===== config.mk =====
export PLATFORM = sky130hd
export DESIGN_NAME = tpu_timer_pwm
export DESIGN_NICKNAME = d
export VERILOG_FILES = /design/src/tpu_pkg.sv /design/src/tpu_timer_pwm.sv
export SDC_FILE = /design/constraint.sdc
export NUM_CORES = 2
export LEC_CHECK = 0
export ABC_AREA = 1
export BUFFER_PORTS_ARGS = -buffer_cell sky130_fd_sc_hd__buf_2
export CAP_MARGIN = 25
export CORE_ASPECT_RATIO = 1.1
export CORE_UTILIZATION = 40
export CTS_CLUSTER_SIZE = 14
export DETAILED_ROUTE_END_ITERATION = 10
export HOLD_SLACK_MARGIN = 0.06
export PLACE_DENSITY = 0.53
export SETUP_SLACK_MARGIN = 0.1
export SLEW_MARGIN = 20
export SYNTH_ARGS = -nofsm -noshare
export SYNTH_HDL_FRONTEND = slang
export SYNTH_SLANG_ARGS = --single-unit

===== constraint.sdc =====
create_clock -name pclk -period 4 [get_ports pclk]
set_clock_uncertainty 0.05 [all_clocks]
set_input_delay 0.2 -clock pclk [delete_from_list [all_inputs] [get_ports pclk]]
set_output_delay 0.2 -clock pclk [all_outputs]
set_load 0.01 [all_outputs]

===== src/tpu_pkg.sv =====
// Constants and carrier types of the eight-channel timer and PWM unit.
// Assumes a 32-bit APB register bus with word-aligned registers.
package tpu_pkg;

  localparam int NCH = 8;
  localparam int CH_FIVE = 5;
  localparam int CNT_W = 16;
  localparam int PRE_W = 10;
  localparam int ADDR_W = 12;

  // ****************************************
  // Register offsets
  // ****************************************
  localparam logic [11:0] OFS_STOP_STATE  = 12'h000;
  localparam logic [11:0] OFS_STOP_SET    = 12'h004;
  localparam logic [11:0] OFS_STOP_CLEAR  = 12'h008;
  localparam logic [11:0] OFS_START_SET   = 12'h00C;
  localparam logic [11:0] OFS_START_CLEAR = 12'h010;
  localparam logic [11:0] OFS_RUN_STATE   = 12'h014;
  localparam logic [11:0] OFS_MASK        = 12'h018;
  localparam logic [11:0] OFS_FLAGS       = 12'h01C;
  localparam logic [11:0] OFS_CH_BASE     = 12'h080;
  localparam logic [1:0]  CH_CTRL = 2'h0;
  localparam logic [1:0]  CH_FULL = 2'h1;
  localparam logic [1:0]  CH_HALF = 2'h2;
  localparam logic [1:0]  CH_CNT  = 2'h3;

  // ****************************************
  // Field positions and reset values
  // ****************************************
  localparam int WD_BIT = 16;
  localparam int HALF_LSB = 16;
  localparam int CTL_W = 9;
  localparam int CTL_DIV_LSB = 3;
  localparam int CTL_INIT = 6;
  localparam int CTL_PWM = 7;
  localparam int CTL_SD = 8;
  localparam logic [2:0] SRC_PCLK = 3'h1;
  localparam logic [2:0] SRC_SLOW = 3'h2;
  localparam logic [2:0] SRC_XTAL = 3'h4;
  localparam logic [CTL_W-1:0] CTL_RESET = 9'h000;

  typedef struct packed {
    logic [CTL_W-1:0] ctrl;
    logic [CNT_W-1:0] full;
    logic [CNT_W-1:0] half;
    logic [CNT_W-1:0] cnt;
    logic [PRE_W-1:0] pre;
    logic             stop;
    logic             run;
    logic             drain;
    logic             pwm;
    logic             fflag;
    logic             hflag;
    logic             full_match_mask;
    logic             half_match_mask;
  } tpu_ch_t;

  typedef struct packed {
    tpu_ch_t [NCH-1:0] ch;
    logic              wd_stop;
    logic [2:0]        slow_sync;
    logic [2:0]        xtal_sync;
    logic [31:0]       prdata;
  } tpu_state_t;

endpackage


===== src/tpu_timer_pwm.sv =====
// Eight-channel timer and PWM unit with clock gating and start/stop registers.
// Assumes an APB master on pclk; slow and crystal clocks arrive as async levels.
`timescale 1ns/1ns
`default_nettype none

// Overview of operation
// - stop-clear ones ungate channel or watchdog clock
// - half 0, full 1 halves the input rate
// - half above full gives no half match, except the channel five half flag
// - control bit picks abrupt or graceful shutdown when PWM is on
// - start-set one starts that channel counter unless its stop bit is set
// - start-clear one stops that channel counter
// - every channel drives its own PWM pin
// - full match sets period, half sets duty
// - channel five always shuts down abruptly
// - channel five flags set on any equality
// - stop bit gates clock and blocks registers
module tpu_timer_pwm (
  input  wire logic                      pclk,
  input  wire logic                      presetn,
  input  wire logic                      clk_en,
  input  wire logic                      psel,
  input  wire logic                      penable,
  input  wire logic                      pwrite,
  input  wire logic [tpu_pkg::ADDR_W-1:0] paddr,
  input  wire logic [31:0]               pwdata,
  output logic      [31:0]               prdata,
  output logic                           pready,
  output logic                           pslverr,
  input  wire logic                      slow_reference_clock,
  input  wire logic                      crystal_clock,
  output logic      [tpu_pkg::NCH-1:0]   pwm_out,
  output logic                           watchdog_gate_state
);

  tpu_pkg::tpu_state_t q;
  tpu_pkg::tpu_state_t next_q;

  logic                    wr;
  logic                    rd_setup;
  logic                    err;
  logic                    slow_edge;
  logic                    xtal_edge;
  logic                    ch_sel;
  logic [2:0]              ch_idx;
  logic [tpu_pkg::NCH-1:0] tick;
  logic [tpu_pkg::NCH-1:0] fhit;
  logic [tpu_pkg::NCH-1:0] hhit;
  logic [tpu_pkg::NCH-1:0] fset;
  logic [tpu_pkg::NCH-1:0] hset;
  logic [tpu_pkg::NCH-1:0] stop_vec;
  logic [tpu_pkg::NCH-1:0] run_vec;
  logic [31:0]             rd;

  // ****************************************
  // APB decode
  // ****************************************
  assign pready   = clk_en;
  assign wr       = psel & penable & pwrite & clk_en;
  assign rd_setup = psel & ~penable & ~pwrite;
  assign ch_sel   = (paddr[11:7] == tpu_pkg::OFS_CH_BASE[11:7]);
  assign ch_idx   = paddr[6:4];
  assign pslverr  = psel & penable & err;
  assign prdata   = q.prdata;
  assign watchdog_gate_state = q.wd_stop;

  always_comb begin
    err = 1'b0;
    if (ch_sel) begin
      err = stop_vec[ch_idx] | (paddr[1:0] != 2'h0);
    end else begin
      case (paddr)
        tpu_pkg::OFS_STOP_STATE, tpu_pkg::OFS_STOP_SET, tpu_pkg::OFS_STOP_CLEAR,
        tpu_pkg::OFS_START_SET, tpu_pkg::OFS_START_CLEAR, tpu_pkg::OFS_RUN_STATE,
        tpu_pkg::OFS_MASK, tpu_pkg::OFS_FLAGS: err = 1'b0;
        default: err = 1'b1;
      endcase
    end
  end

  // ****************************************
  // Next-state logic
  // ****************************************
  always_comb begin
    logic [2:0]              src;
    logic [tpu_pkg::PRE_W-1:0] lim;
    logic                    src_tick;
    logic                    active;
    next_q = q;
    rd = 32'h0000_0000;
    next_q.slow_sync = {q.slow_sync[1:0], slow_reference_clock};
    next_q.xtal_sync = {q.xtal_sync[1:0], crystal_clock};
    slow_edge = q.slow_sync[1] & ~q.slow_sync[2];
    xtal_edge = q.xtal_sync[1] & ~q.xtal_sync[2];
    src = 3'h0;
    lim = '0;
    src_tick = 1'b0;
    active = 1'b0;
    for (int i = 0; i < tpu_pkg::NCH; i++) begin
      stop_vec[i] = q.ch[i].stop;
      run_vec[i]  = q.ch[i].run;
      src = q.ch[i].ctrl[2:0];
      src_tick = (src == tpu_pkg::SRC_PCLK) |
                 ((src == tpu_pkg::SRC_SLOW) & slow_edge) |
                 ((src == tpu_pkg::SRC_XTAL) & xtal_edge);
      case (q.ch[i].ctrl[tpu_pkg::CTL_DIV_LSB +: 3])
        3'h0: lim = 10'h000;
        3'h1: lim = 10'h003;
        3'h2: lim = 10'h00F;
        3'h3: lim = 10'h03F;
        3'h4: lim = 10'h0FF;
        default: lim = 10'h3FF;
      endcase
      active = q.ch[i].run & ~q.ch[i].stop;
      tick[i] = active & src_tick & (q.ch[i].pre == lim);
      fhit[i] = (q.ch[i].cnt == q.ch[i].full);
      hhit[i] = (q.ch[i].cnt == q.ch[i].half) & (q.ch[i].half <= q.ch[i].full);
      if (active & src_tick) begin
        next_q.ch[i].pre = (q.ch[i].pre == lim) ? '0 : q.ch[i].pre + 10'h001;
      end
      fset[i] = tick[i] & fhit[i];
      hset[i] = tick[i] & hhit[i];
      if (i == tpu_pkg::CH_FIVE) begin
        fset[i] = fhit[i];
        hset[i] = (q.ch[i].cnt == q.ch[i].half);
      end
      if (tick[i]) begin
        next_q.ch[i].cnt = fhit[i] ? '0 : q.ch[i].cnt + 16'h0001;
        if (fhit[i]) begin
          next_q.ch[i].pwm = q.ch[i].ctrl[tpu_pkg::CTL_INIT];
          if (q.ch[i].drain) begin
            next_q.ch[i].run   = 1'b0;
            next_q.ch[i].drain = 1'b0;
          end
        end else if (hhit[i]) begin
          next_q.ch[i].pwm = ~q.ch[i].ctrl[tpu_pkg::CTL_INIT];
        end
      end
      if (!q.ch[i].ctrl[tpu_pkg::CTL_PWM]) begin
        next_q.ch[i].pwm = q.ch[i].ctrl[tpu_pkg::CTL_INIT];
      end
      next_q.ch[i].fflag = q.ch[i].fflag | fset[i];
      next_q.ch[i].hflag = q.ch[i].hflag | hset[i];
      if (wr && !ch_sel) begin
        case (paddr)
          tpu_pkg::OFS_STOP_SET: begin
            if (pwdata[i]) next_q.ch[i].stop = 1'b1;
          end
          tpu_pkg::OFS_STOP_CLEAR: begin
            if (pwdata[i]) next_q.ch[i].stop = 1'b0;
          end
          tpu_pkg::OFS_START_SET: begin
            if (pwdata[i] && !q.ch[i].stop) begin
              next_q.ch[i].run   = 1'b1;
              next_q.ch[i].drain = 1'b0;
            end
          end
          tpu_pkg::OFS_START_CLEAR: begin
            if (pwdata[i] && q.ch[i].run) begin
              if (!q.ch[i].ctrl[tpu_pkg::CTL_SD] && q.ch[i].ctrl[tpu_pkg::CTL_PWM] &&
                  i != tpu_pkg::CH_FIVE) begin
                next_q.ch[i].drain = 1'b1;
              end else begin
                next_q.ch[i].run   = 1'b0;
                next_q.ch[i].drain = 1'b0;
                next_q.ch[i].pwm   = q.ch[i].ctrl[tpu_pkg::CTL_INIT];
              end
            end
          end
          tpu_pkg::OFS_MASK: begin
            next_q.ch[i].full_match_mask = pwdata[i];
            next_q.ch[i].half_match_mask = pwdata[tpu_pkg::HALF_LSB + i];
          end
          tpu_pkg::OFS_FLAGS: begin
            next_q.ch[i].fflag = (q.ch[i].fflag & ~pwdata[i]) | fset[i];
            next_q.ch[i].hflag = (q.ch[i].hflag & ~pwdata[tpu_pkg::HALF_LSB + i]) | hset[i];
          end
          default: ;
        endcase
      end
      rd[i] = (paddr == tpu_pkg::OFS_STOP_STATE) ? q.ch[i].stop :
              (paddr == tpu_pkg::OFS_RUN_STATE)  ? q.ch[i].run  :
              (paddr == tpu_pkg::OFS_MASK)       ? q.ch[i].full_match_mask :
              (paddr == tpu_pkg::OFS_FLAGS)      ? q.ch[i].fflag : 1'b0;
      rd[tpu_pkg::HALF_LSB + i] = (paddr == tpu_pkg::OFS_MASK)  ? q.ch[i].half_match_mask :
                                  (paddr == tpu_pkg::OFS_FLAGS) ? q.ch[i].hflag : 1'b0;
    end
    if (wr && !ch_sel && pwdata[tpu_pkg::WD_BIT]) begin
      if (paddr == tpu_pkg::OFS_STOP_SET) next_q.wd_stop = 1'b1;
      if (paddr == tpu_pkg::OFS_STOP_CLEAR) next_q.wd_stop = 1'b0;
    end
    if (paddr == tpu_pkg::OFS_STOP_STATE) rd[tpu_pkg::WD_BIT] = q.wd_stop;
    // Channel registers of a gated channel neither take writes nor show data.
    if (ch_sel && !stop_vec[ch_idx]) begin
      case (paddr[3:2])
        tpu_pkg::CH_CTRL: rd = {23'h0, q.ch[ch_idx].ctrl};
        tpu_pkg::CH_FULL: rd = {16'h0, q.ch[ch_idx].full};
        tpu_pkg::CH_HALF: rd = {16'h0, q.ch[ch_idx].half};
        default:          rd = {16'h0, q.ch[ch_idx].cnt};
      endcase
      if (wr) begin
        case (paddr[3:2])
          tpu_pkg::CH_CTRL: begin
            next_q.ch[ch_idx].ctrl = pwdata[tpu_pkg::CTL_W-1:0];
            if (!q.ch[ch_idx].run) next_q.ch[ch_idx].pwm = pwdata[tpu_pkg::CTL_INIT];
          end
          tpu_pkg::CH_FULL: next_q.ch[ch_idx].full = pwdata[15:0];
          tpu_pkg::CH_HALF: next_q.ch[ch_idx].half = pwdata[15:0];
          default:          next_q.ch[ch_idx].cnt  = pwdata[15:0];
        endcase
      end
    end else if (ch_sel) begin
      rd = 32'h0000_0000;
    end
    if (rd_setup) next_q.prdata = rd;
  end

  always_ff @(posedge pclk or negedge presetn) begin
    if (!presetn) begin
      q <= '0;
    end else if (clk_en) begin
      q <= next_q;
    end
  end

  // Each channel owns one PWM pin.
  always_comb begin
    for (int i = 0; i < tpu_pkg::NCH; i++) begin
      pwm_out[i] = q.ch[i].pwm;
    end
  end
endmodule

`default_nettype wire


* Word-level counts from Yosys, hierarchy flattened
Memory sizes are Yosys's and may differ from the RTL's.
Cells that the tools add are included.
** Word-level totals
- Output and inout port bits :: 43
- Memories kept :: 1
- Register bits after elaboration :: 639
- Memory bits (read-only) :: 32
- Input port bits :: 52
- Word-level logic and storage cells :: 724
** Memories
- (name not given) :: depth 32, bits a word 1, rd ports 1, clocked after Yosys merged registers in 0, write ports 0, line tpu_timer_pwm.sv:72 : case (paddr)
** Cells by class
- Order comparisons :: 10
- Add/sub/neg operators :: 16
- Reduce and logical (&&, ||, !) cells :: 60
- Bitwise operators :: 171
- Equality and inequality tests :: 90
- Mux-type cells :: 268
** Operators with widths (count)
- $bwmux 600 :: 5
- $pmux 600 s3 :: 1
- $demux 75 s3 :: 5
- $mux 559 :: 2
- $mux 600 :: 1
- $pmux 10 s5 :: 8
- $eq 16x16->1 :: 16
- $mux 16 :: 16
- $bmux 75 s3 :: 1
- $mux 10 :: 16
- $mux 75 :: 2
- $add 16x1->16 const B :: 8
- $le 16x16->1 :: 8
- $mux 1 :: 123
- $and 1x1->1 :: 86
- $add 10x1->10 const B :: 8
- $eq 10x10->1 :: 8
- $mux 2 :: 40
- $eq 3x2->1 const B :: 24
- $mux 66 :: 1
- $mux 8 :: 8
- $mux 50 :: 1
- $or 1x1->1 :: 49
- $eq 12x5->1 const B :: 4
- other kinds (28) :: 174

* Logic depth before layout (Yosys ltp)
- Depth in word-level cells :: 19
- Depth in mapped cells :: 21
- Mapped depth without buffers :: 20

* Worst setup path after synthesis
No wires, ideal clock.
- Kind :: register -> register
- From :: reg with a tool-made name
- To :: reg q[144] (netlist bit)
- Library setup time :: 0.066 ns
- Period minus slack after synthesis :: 2.185 ns
- Data arrival time :: 2.069 ns
- Setup slack :: 1.815 ns
- Data required time :: 3.884 ns
- Stages on the path, launching flop included :: 19
- Cell sequence :: dfrtp_1 clkbuf_1 nor2_1 nor2_1 nor2_1 nand3_1 nor2_1 nand2_1 o21ai_0 nand2_1 nand2_1 nand2_1 nand2_1 nand2_1 nand2_1 nand2_1 nand2_1 nand2_1 nand2_1
** RTL lines
- to (signal assigned) :: line tpu_timer_pwm.sv:222 : q <= next_q;
- to (decl) :: line tpu_timer_pwm.sv:36 : tpu_pkg::tpu_state_t q;

* Worst setup path in the final report
- From :: reg q[34] (netlist bit)
- To :: reg q[284] (netlist bit)
** On the way
- Cells in the longest elaborated chain, start to end :: 13
** Ends and longest elaborated chain
- $not 1->1 (*) :: line tpu_timer_pwm.sv:94 : xtal_edge = q.xtal_sync[1] & ~q.xtal_sync[2];
- $and 1x1->1 (*) :: line tpu_timer_pwm.sv:94
- $and 1x1->1 (*) :: line tpu_timer_pwm.sv:105 : ((src == tpu_pkg::SRC_XTAL) & xtal_edge);
- $or 1x1->1 (*) :: line tpu_timer_pwm.sv:104 : ((src == tpu_pkg::SRC_SLOW) & slow_edge) |
- $and 1x1->1 (*) (2 in series) :: line tpu_timer_pwm.sv:115 : tick[i] = active & src_tick & (q.ch[i].pre == lim);
- $mux 16 (*) :: line tpu_timer_pwm.sv:127 : if (tick[i]) begin
- $bwmux 600 :: line tpu_timer_pwm.sv:204 : next_q.ch[ch_idx].ctrl = pwdata[tpu_pkg::CTL_W-1:0];
- $bwmux 600 :: line tpu_timer_pwm.sv:205 : if (!q.ch[ch_idx].run) next_q.ch[ch_idx].pwm = pwdata[tpu_pkg::CTL_INIT];
- $mux 600 :: line tpu_timer_pwm.sv:205
- $pmux 600 s3 :: line tpu_timer_pwm.sv:202 : case (paddr[3:2])
- $mux 559 :: line tpu_timer_pwm.sv:201 : if (wr) begin
- $mux 559 (*) :: line tpu_timer_pwm.sv:194 : if (ch_sel && !stop_vec[ch_idx]) begin
Every way passes the cells marked *; elsewhere a longest branch is shown, timed or not.
A chain may end at the register's enable or synchronous reset.

==> implementation parameters <==
Parameter                              Value

Timing
  Endpoints failing setup    0
  Ratio of final minimum period to clock period    83.5%
  Timing-limited maximum frequency    299 MHz
  Transition time at the pin with the least slew margin    1090 ps
  Shortest period the worst path allows    3340 ps
  Number of endpoints with negative hold slack in the final report    0
  Slew HR    26.9%
  Max-slew violations    0
  Worst Hold Slack    23.4 ps
  Setup repair after global routing missed its margin    no
  Smallest setup slack after layout    658 ps
  Setup TNS Final    0 ps

Placed design
  Number of port buffers    78
  HPWL reported at the end of detailed placement    155000 um
  Pre-CTS setup slack    754 ps
  Global placement routability congestion    1.03

Worst setup path
  Worst flop-to-flop path startpoint    q[34]
  Crit path launch    q[34]
  Nature of the critical path endpoint    register
  Largest fanout on the critical path    12
  Kind of critical path    reg2reg
  Worst EP arrival    3830 ps
  Worst setup SP type    register
  Cell Chain, Critical Path    nor2_1 -> buf_4 -> nand3_1 -> a21oi_1 -> buf_4 -> nand2_1 -> nor2_1 -> buf_4 -> inv_1 -> nand2_1 -> inv_1 -> a31oi_1 -> a21oi_1
  Maximum single-stage delay on the critical path    390 ps
  CP required    4490 ps
  Dominant cell type by count on the critical path    buf_4
  Critical Path Slowest Stage Cell    nand2_1

Global route
  Vias in the first global route    43100
  Pin count of the biggest net entering global routing    142
  Initial antenna violation count    5
  Total track usage    36.8%
  Total global routing overflow    0
  Wire length of the first global-routing pass    304000 um

Yosys
  Synthesized-area fraction occupied by and/or/nand/nor cells    26.1%
  Combined area of all synthesized cells    44800 sq um
  Biggest area consumer among synthesized cells    dfrtp_1
  Count of distinct cell types in the synthesized netlist    60
  Area fraction of the dominant cell type after synthesis    35.2%
  Number of enable flip-flop cells after synthesis    0
  Parity-gate share of the synthesized area counting xor and xnor cells    3.01%
  Synth area leaders    dfrtp_1, nand2_1, o21ai_0
  Async SR Flop Fraction    100%
  Top cells by count, synth    nand2_1, inv_1, o21ai_0
  Yosys warnings    0
  Library cell with the highest instance count after synthesis    nand2_1
  Mux cell area share after synthesis    1.24%
  Synthesized-area fraction occupied by adder cells    4.02%
  Compound-Gate Fraction of Synth Area    20.2%
  Post-synthesis average cell area    6.79 sq um
  Flops & latches, synth    631
  Post-Synthesis Cells    6605
  Most used DFF post-synth    dfrtp_1
  Main combinational cell family by area after synthesis    simple AND/OR/NAND/NOR gates
  Sequential element share of the synthesized area    35.2%

Status
  Run status    finished clean

Clock tree
  Gates resized, CTS repair    0
  Sink Count    631
  Num CTS Buffers    81
  CTS root buffer    clkbuf_16
  H-tree depth reported by CTS    3
  Largest buffer count on any clock path    3
  Buffers inserted by post-CTS timing repair    0
  Clock tree from TritonCTS    done
  Clk slew on worst S/H paths    60 ps
  Later-pin clock latency in the skew report    690 ps

Power
  Internal Power    12200 uW
  Combinational share of power    17.5%
  Relative contribution of the clock network to total power    42.4%
  Switching power    6190 uW
  LEAKAGE    0.0239 uW
  Maximum resistive drop on vdd    0.285 mV
  Power density normalized to cell area    368 nW/um^2
  Seq pwr share    40.1%
  Sw Share    33.7%

Floorplanning
  Placeable Area    111000 sq um
  Io pins    95
  Chip height    353 um
  Std cell rows    128
  Die Wd    321 um
  Effective utilization at floorplan    40.4%
  Die Outline Area    113000 sq um

Detailed routing
  Wire length per cell after detailed routing    26.0 um
  Total Wirelength    212000 um
  Vias per Instance    5.79
  Iteration count of the initial detailed-routing pass    7
  Antenna violation net count after detailed routing    0
  Initial detailed-routing violation count    6273
  Via count of the routed design    47100
  Final routed DRC violation total    0

Final layout
  Area used by sequential logic in the layout    15800 sq um
  Layout cells sized above 1    6.61%
  Number of fillers in the final layout    11500
  Multi-input gate area    24500 sq um
  Final core utilization    45.0%
  NumNets Final    6770
  Area overhead of the layout relative to synthesis    11.4%

Flow run
  Maximum Capacitance Violations    0

Worst hold path
  Hold/Removal Path Class    in2async
==> worst max-delay path, delay by kind of cell (launching register included) <==
kind,cells,cell delay (ps)
buffers and inverters,5,1120
and+or+nand+nor,5,1080
AOI/OAI and AO/OA,3,570
DFF,1,380
==> worst paths after layout <==
check | end | slack [ps] | depth (start not counted)
max in group asynchronous | q[498] | 2730 | 3
hold / removal | q[144] | 20 | 2
min in group pclk | prdata[5] | 110 | 6
setup / recovery | q[284] | 660 | 13
hold reg to reg | next_q[33] | 430 | 2
setup reg to reg | q[284] | 660 | 13
==> final cells by class <==
type | instances | share of cell area, %
antenna | 4 | 0.0200
clock buffer | 124 | 4.86
clock inverter | 23 | 0.591
inverter | 763 | 5.74
multi-input combinational | 4820 | 49.1
sequential | 631 | 31.6
tap | 1495 | 3.74
timing repair buffer | 277 | 4.33
==> per-layer routing <==
metal	up-vias	GRT usage (%)	share of wire (%)
met1	22600	52.6	43
met2	2439	52.9	41
met4	0	18.3	5.5
met5	-	0	0
li1	21700	-	-
met3	363	6.89	10
==> stage by stage <==
stage                     power [uW]  std cells  instance area [sq um]
final                          18400       8137                  50000
after global routing           19000       8133                  49900
after CTS                      18400       8131                  49900
after detailed placement       10600       7953                  46900
after global placement         10500       7952                  46900
after floorplan                 9170       6612                  44900
==> power groups by stage <==
stage	logic (uW)	registers (uW)	clock network [uW]
after floorplan	2120	7060	0
after global placement	3090	7460	0
after detailed placement	3110	7460	0
after CTS	3140	7350	7870
after global routing	3490	7430	8120
final	3220	7380	7800
==> cells by family after synthesis <==
logic type / after synthesis
AO/OA/AOI/OAI: 1577
buffers and inverters: 1161
multiplexers: 55
adder cells (fa/ha/maj): 144
other: 1
flip-flops: 631
XOR/XNOR: 154
AND/OR/NAND/NOR: 2882
==> timing repair <==
item	in CTS	in global routing
endpoints found under the hold margin	384	0
endpoints found under the setup margin	0	0
hold buffers	31	0
==> cells in the final DEF, fill, tap and decap left out, types with 12 or more instances in the layout <==
cell type and n:
nand2_1 1791, inv_1 730, o21ai_0 656, dfrtp_1 631, nor2_1 595, a21oi_1 490
nand3_1 266, buf_4 154, ha_1 144, xnor2_1 106, nand4_1 97, o221ai_1 87
clkbuf_16 82, buf_2 75, o211ai_1 72, nor3_1 66, a31oi_1 52, mux2i_1 49
xor2_1 48, o22ai_1 41, a22oi_1 34, dlygate4sd3_1 31, o21a_1 27, o2111ai_1 27
clkbuf_8 23, clkbuf_1 20, inv_2 18, nor2_2 16, a221oi_1 14, clkinv_2 13
o31ai_1 13, clkinv_1 12, a32o_1 12, buf_12 12
Power figures use the tool's default switching activity.
